--- config.mk ---
export PLATFORM = sky130hd
export DESIGN_NAME = cbbs_seq
export DESIGN_NICKNAME = d
export VERILOG_FILES = /design/src/verilog/cbbs_pkg.sv /design/src/verilog/cbbs_decode.sv /design/src/verilog/cbbs_seq.sv
export VERILOG_INCLUDE_DIRS = /design/src /design/src/verilog
export SDC_FILE = /design/constraint.sdc
export NUM_CORES = 1
export LEC_CHECK = 0
export ABC_AREA = 1
export ABC_CLOCK_PERIOD_IN_PS = 2150
export BUFFER_PORTS_ARGS = -buffer_cell sky130_fd_sc_hd__clkbuf_2
export CAP_MARGIN = 20
export CORE_MARGIN = 2
export CORE_UTILIZATION = 47
export DETAILED_ROUTE_END_ITERATION = 10
export GPL_ROUTABILITY_DRIVEN = 0
export PLACE_DENSITY = 0.73
export SLEW_MARGIN = 20
export SYNTH_ARGS = -nofsm -noshare
export SYNTH_HDL_FRONTEND = slang
export SYNTH_SLANG_ARGS = --single-unit
export TNS_END_PERCENT = 10
--- constraint.sdc ---
create_clock -name clock_in -period 2.15 [get_ports clock_in]
set_clock_uncertainty 0.2 [all_clocks]
set_input_delay 0.1075 -clock clock_in [delete_from_list [all_inputs] [get_ports clock_in]]
set_output_delay 0.1075 -clock clock_in [all_outputs]
set_load 0.03 [all_outputs]
--- src/verilog/cbbs_defs.svh ---
// Constants of the CPU byte bus sequencer: address map and cycle counts.
// Assumes a 16-bit CPU address space holding only on-chip areas.
`ifndef CBBS_DEFS_SVH
`define CBBS_DEFS_SVH
// Address map, inclusive bounds.
`define CBBS_SFR_LO    16'h0000
`define CBBS_SFR_HI    16'h02FF
`define CBBS_RAM_LO    16'h0400
`define CBBS_RAM_HI    16'h0FFF
`define CBBS_DFL_LO    16'h2400
`define CBBS_DFL_HI    16'h2BFF
`define CBBS_ROM_LO    16'h4000
`define CBBS_ROM_HI    16'hFFFF
// Cycles per byte transfer.
`define CBBS_SLOW_CYC  2'h2
`define CBBS_FAST_CYC  2'h1
`endif

--- src/verilog/cbbs_pkg.sv ---
// Types shared by the CPU byte bus sequencer files.
// Assumes cbbs_defs.svh supplies the numeric constants.
package cbbs_pkg;
  typedef enum logic [2:0] {
    CBBS_SP_NONE,
    CBBS_SP_SFR,
    CBBS_SP_RAM,
    CBBS_SP_DFL,
    CBBS_SP_ROM
  } cbbs_space_t;

  typedef struct packed {
    logic        write;
    logic        word;
    logic [15:0] addr;
    logic [15:0] wdata;
  } cbbs_req_t;

  typedef struct packed {
    logic        write;
    logic [15:0] addr;
    logic [7:0]  wdata;
  } cbbs_mem_t;
endpackage

--- src/verilog/cbbs_decode.sv ---
// Address decoder of the CPU byte bus sequencer.
// Assumes a purely combinational use inside the sequencer.
`timescale 1ns/100ps
`default_nettype none
`include "cbbs_defs.svh"
module cbbs_decode (
  // Address in
  input  wire logic [15:0]         addr_in,
  // Decoded space and byte cycle count
  output cbbs_pkg::cbbs_space_t    space_out,
  output logic [1:0]               cycles_out
);
  import cbbs_pkg::*;

  wire in_sfr = (addr_in >= `CBBS_SFR_LO) && (addr_in <= `CBBS_SFR_HI);
  wire in_ram = (addr_in >= `CBBS_RAM_LO) && (addr_in <= `CBBS_RAM_HI);
  wire in_dfl = (addr_in >= `CBBS_DFL_LO) && (addr_in <= `CBBS_DFL_HI);
  wire in_rom = (addr_in >= `CBBS_ROM_LO) && (addr_in <= `CBBS_ROM_HI);

  // Only internal areas exist; anything else is unmapped.
  assign space_out = in_sfr ? CBBS_SP_SFR :
                     in_ram ? CBBS_SP_RAM :
                     in_dfl ? CBBS_SP_DFL :
                     in_rom ? CBBS_SP_ROM : CBBS_SP_NONE;
  assign cycles_out = (in_sfr || in_dfl) ? `CBBS_SLOW_CYC : `CBBS_FAST_CYC;
endmodule
`default_nettype wire

--- src/verilog/cbbs_seq.sv ---
// CPU byte bus sequencer: turns CPU byte and word requests into byte
// cycles on the one-byte internal memory bus.
// Assumes the memories answer read data combinationally within the cycle
// in which the sequencer presents the address, and reset aborts all work.
`timescale 1ns/100ps
`default_nettype none
`include "cbbs_defs.svh"
module cbbs_seq (
  // Clock and reset
  input  wire logic                clock_in,
  input  wire logic                rst_n_in,
  // CPU request side
  input  wire logic                req_valid_in,
  input  wire cbbs_pkg::cbbs_req_t req_in,
  output logic                     req_ready_out,
  output logic                     done_out,
  output logic                     unmapped_out,
  output logic [15:0]              rdata_out,
  // Memory byte bus
  output logic                     mem_strobe_out,
  output cbbs_pkg::cbbs_mem_t      mem_out,
  output cbbs_pkg::cbbs_space_t    mem_space_out,
  input  wire logic [7:0]          mem_rdata_in
);
  import cbbs_pkg::*;

  // ---------------------------------------------------------------
  // State
  // ---------------------------------------------------------------
  typedef enum logic [1:0] {
    CBBS_IDLE,
    CBBS_LOW,
    CBBS_HIGH
  } cbbs_state_t;

  cbbs_state_t state_r;
  cbbs_state_t state_nxt;
  cbbs_req_t   req_r;
  logic [1:0]  cnt_r;
  logic [7:0]  low_r;
  logic [15:0] rdata_r;
  logic        done_r;
  logic        unmapped_r;

  // ---------------------------------------------------------------
  // Byte address and decode
  // ---------------------------------------------------------------
  wire         busy      = (state_r != CBBS_IDLE);
  wire         second    = (state_r == CBBS_HIGH);
  wire  [15:0] byte_addr = second ? 16'(req_r.addr + 16'h0001) : req_r.addr;
  cbbs_space_t space;
  wire  [1:0]  cycles;

  cbbs_decode u_decode (
    .addr_in    (byte_addr),
    .space_out  (space),
    .cycles_out (cycles)
  );

  // The byte ends when its count runs out; the slow spaces hold one wait.
  wire byte_end  = busy && (cnt_r == (cycles - 2'h1));
  wire last_byte = second || !req_r.word;
  wire accept    = req_valid_in && !busy;

  assign req_ready_out  = !busy;
  assign mem_strobe_out = busy && (space != CBBS_SP_NONE);
  assign mem_space_out  = space;
  assign mem_out.write  = req_r.write;
  assign mem_out.addr   = byte_addr;
  // Only one byte lane reaches the memories.
  assign mem_out.wdata  = second ? req_r.wdata[15:8] : req_r.wdata[7:0];
  assign done_out       = done_r;
  assign unmapped_out   = unmapped_r;
  assign rdata_out      = rdata_r;

  // ---------------------------------------------------------------
  // Next state
  // ---------------------------------------------------------------
  always_comb begin
    state_nxt = state_r;
    case (state_r)
      CBBS_IDLE: begin
        if (accept) begin
          state_nxt = CBBS_LOW;
        end
      end
      CBBS_LOW: begin
        if (byte_end) begin
          state_nxt = req_r.word ? CBBS_HIGH : CBBS_IDLE;
        end
      end
      CBBS_HIGH: begin
        if (byte_end) begin
          state_nxt = CBBS_IDLE;
        end
      end
      default: begin
        state_nxt = CBBS_IDLE;
      end
    endcase
  end

  // ---------------------------------------------------------------
  // Registers
  // ---------------------------------------------------------------
  always_ff @(posedge clock_in) begin
    if (!rst_n_in) begin
      state_r <= CBBS_IDLE;
      cnt_r   <= 2'h0;
    end else begin
      state_r <= state_nxt;
      cnt_r   <= (accept || byte_end) ? 2'h0 : 2'(cnt_r + 2'h1);
    end
  end

  always_ff @(posedge clock_in) begin
    if (!rst_n_in) begin
      req_r <= '0;
    end else if (accept) begin
      req_r <= req_in;
    end
  end

  // Low byte is held so the word reads back whole, low address in bits 7:0.
  always_ff @(posedge clock_in) begin
    if (!rst_n_in) begin
      low_r <= 8'h00;
    end else if (byte_end && !second) begin
      low_r <= mem_strobe_out ? mem_rdata_in : 8'hFF;
    end
  end

  wire [7:0]  cur_byte = mem_strobe_out ? mem_rdata_in : 8'hFF;
  wire [15:0] word_rd  = {cur_byte, low_r};
  wire [15:0] byte_rd  = {8'h00, cur_byte};

  always_ff @(posedge clock_in) begin
    if (!rst_n_in) begin
      rdata_r    <= 16'h0000;
      done_r     <= 1'b0;
      unmapped_r <= 1'b0;
    end else begin
      done_r <= byte_end && last_byte;
      if (accept) begin
        unmapped_r <= 1'b0;
      end else if (byte_end && (space == CBBS_SP_NONE)) begin
        unmapped_r <= 1'b1;
      end
      if (byte_end && last_byte && !req_r.write) begin
        rdata_r <= req_r.word ? word_rd : byte_rd;
      end
    end
  end
endmodule
`default_nettype wire
==> results_dict.tcl <==
set metrics [dict create \
    tightest_slew_ns 0.440 \
    powerDensity_nw_per_um2 743 \
    synth_edf_count 0 \
    synth_area_um2 3270 \
    fmax_mhz 399 \
    seq_area_frac_synth_pct 39.2 \
    die_area_um2 7640 \
    start_util_pct 48.4 \
    avgSynthCellArea_um2 6.65 \
    timing.final.crit_share_pct 117 \
    wl_mm 10.2 \
    worst-setup-path-type "register to output pin" \
    grt_remaining_overflow 0 \
    nets 721 \
    drt_pass1_iterations 5 \
    grt_start_max_net_pins 32 \
    cts_max_level 3 \
    violations "setup timing" \
    antenna_found_initial 0 \
    postLayoutCoreUtil_pct 75.3 \
    layout_common_cells "99 x nand2_1, 86 x clkbuf_2, 72 x nor2_1, 62 x buf_4, 55 x dfxtp_1" \
    clock-sinks 64 \
    fillers 478 \
    ys_types 34 \
    clk_latency_ns 0.34 \
    final_common_cell "nand2_1" \
    crit_path_end_kind "output pin" \
    cts_tree "yes" \
    viasPerCell 5.07 \
    start_kind "register" \
    core_um2 6760 \
    track_usage_pct 26.5 \
    clock-root-buffer "clkbuf_8" \
    dp_slack_ns -0.310 \
    fin_area_um2 5090 \
    num_vias 3855 \
    clk_pin_slew_ns 0.08 \
    period_needed_ns 2.51 \
    crit_fanout 5 \
    wl_met1_mm 4.35 \
    drv_cap 0 \
    final-max-slew-violation-count 0 \
    finalNonFillerCells 760 \
    port_buffers 92 \
    cp.arrival_ns 2.20 \
    grt_pass1_wl_mm 16.1 \
    synth_seq_cells 64 \
    dp_cells 694 \
    multi_input_area_um2 1830 \
    finalWorstSetupSlack_ns -0.359 \
    dpl.hpwl_mm 6.18 \
    row_count 30 \
    met2WireLength_mm 4.94 \
    syn_inst 492 \
    routedWlPerCell_um 13.4 \
    fp.dieH_um 87.4 \
    ir_drop_v 0.000457 \
    io_pins 93 \
    status "finished, violations left" \
    placed_area_um2 4210 \
    drtIter0Drc 206 \
    cp_data_required_time_ns 1.84 \
    ys_warn_count 0 \
    syn_nets 538 \
    finalHoldViolations 0 \
    rsz0062_at_grt "yes" \
    grt_pass1_vias 3592 \
    cts-buffers-inserted 9 \
    area_growth_pct 55.5 \
    ys.flop_type "dfxtp_1" \
    top_layer "met4" \
    hp-class "primary input to register" \
    slew-limit-headroom_pct 70.6 \
    ant_nets 0 \
    clockBufferDepth 2 \
    async_flop_share_pct 0 \
    register_area_um2 1290 \
    drc 0 \
    die_w_um 87.4 \
    finalSetupViolCount 36 \
    drive_above_1_share_pct 35.7 \
    wl_met3_um 591 \
    n_antenna_cell 0 \
    leakage_nw 2.57 \
]
-- critical path, cell delays in order, from the launching register on --
cell      delay, ns
dfxtp_4        0.37
ha_4           0.16
nand2_4        0.06
nor2_4         0.14
nand2_1        0.07
nor2_2         0.09
nand2_1        0.06
nand2_1        0.12
nand2_2        0.09
nand2_4        0.10
inv_2          0.04
o211ai_1       0.11
nand2_2        0.14
nand2_1        0.09
inv_1          0.05
clkbuf_8       0.15
-- state kept, by name, summed over array words and instances (netlist names) --
name and count:
req_r 33, rdata_out 16, low_r 8, cnt_r 2, state_r 2, done_out 1
mem_out 1, unmapped_out 1
-- final timing paths --
kind | startpoint | endpoint | slack, ns | cells past startpoint
setup reg to reg | req_r[20]$_SDFFE_PN0P_ | rdata_out[7]$_SDFFE_PN0P_ | -0.34 | 17
hold reg to reg | unmapped_out$_SDFFE_PP0P_ | unmapped_out$_SDFFE_PP0P_ | 0.25 | 2
hold / removal | mem_rdata_in[5] | low_r[5]$_SDFFE_PN0P_ | 0.02 | 4
setup / recovery | req_r[17]$_SDFFE_PN0P_ | mem_strobe_out | -0.36 | 15
-- synth_stat cells (2+ instances only) --
cell / instances / share of area, %
nand3_2: 2 / 0.61
buf_1: 2 / 0.23
nand3_1: 16 / 2.4
clkbuf_1: 16 / 1.8
nor3_1: 3 / 0.46
nand3b_1: 8 / 1.8
nand4_2: 2 / 0.76
a21oi_1: 30 / 4.6
nor2_1: 83 / 9.5
o21ai_1: 2 / 0.31
nor2_2: 3 / 0.57
nand4_1: 8 / 1.5
inv_1: 57 / 6.5
xnor2_1: 3 / 0.80
o21bai_1: 2 / 0.46
nand2_1: 111 / 13
clkinv_1: 3 / 0.34
o21ai_0: 48 / 7.3
nor2_4: 4 / 1.4
dfxtp_1: 64 / 39
nand2_2: 7 / 1.3
xor2_1: 5 / 1.3
buf_2: 2 / 0.31
-- final cells by class --
cell class	instances	area share, %
multi-input cells	345	35.9
clock buffers	11	3.20
well taps	80	1.97
clock inverters	5	1.67
repair buffers	194	27.3
flip-flops and latches	64	25.4
inverters	61	4.50
-- report_power, final --
group	internal [mW]	leakage (nW)	switching, mW
logic	0.458	1.92	0.674
clock network	0.761	0.121	0.499
registers	1.31	0.530	0.0828
-- cell families after synthesis --
family                   Yosys count  share of synthesized area (%)
buffers and inverters             83                           9.94
flip-flops                        64                           39.2
AO/OA/AOI/OAI                     84                           13.3
XOR/XNOR                           8                           2.14
AND/OR/NAND/NOR                  252                           35.1
adder cells (fa/ha/maj)            1                          0.382
-- metal layers --
metal,global-route usage (%),vias up
li1,-,1909
met1,33.0,1761
met2,43.9,157
met3,6.92,28
met4,9.79,0
met5,0,-
-- through the flow --
| step | hold slack (ns) | TNS (ns) | power [mW] |
|---|---|---|---|
| final | 0.0189 | -8.76 | 3.78 |
| after global routing | 0.0341 | -15.09 | 3.95 |
| after CTS | 0.0106 | -6.00 | 3.74 |
| after detailed placement | 0.137 | -6.97 | 2.36 |
| after global placement | 0.131 | -5.47 | 2.34 |
| after floorplan | 0.0411 | -4.16 | 2.02 |
-- timing repair --
action / 4_1_cts / 5_1_grt
setup endpoints to repair: 36 / 38
gates resized for setup: 35 / 28
hold buffers: 39 / 0
hold endpoints to repair: 39 / 0
setup buffers: 8 / 3
pin swaps: 18 / 15
Note: power is estimated with default switching activity, not from simulation.
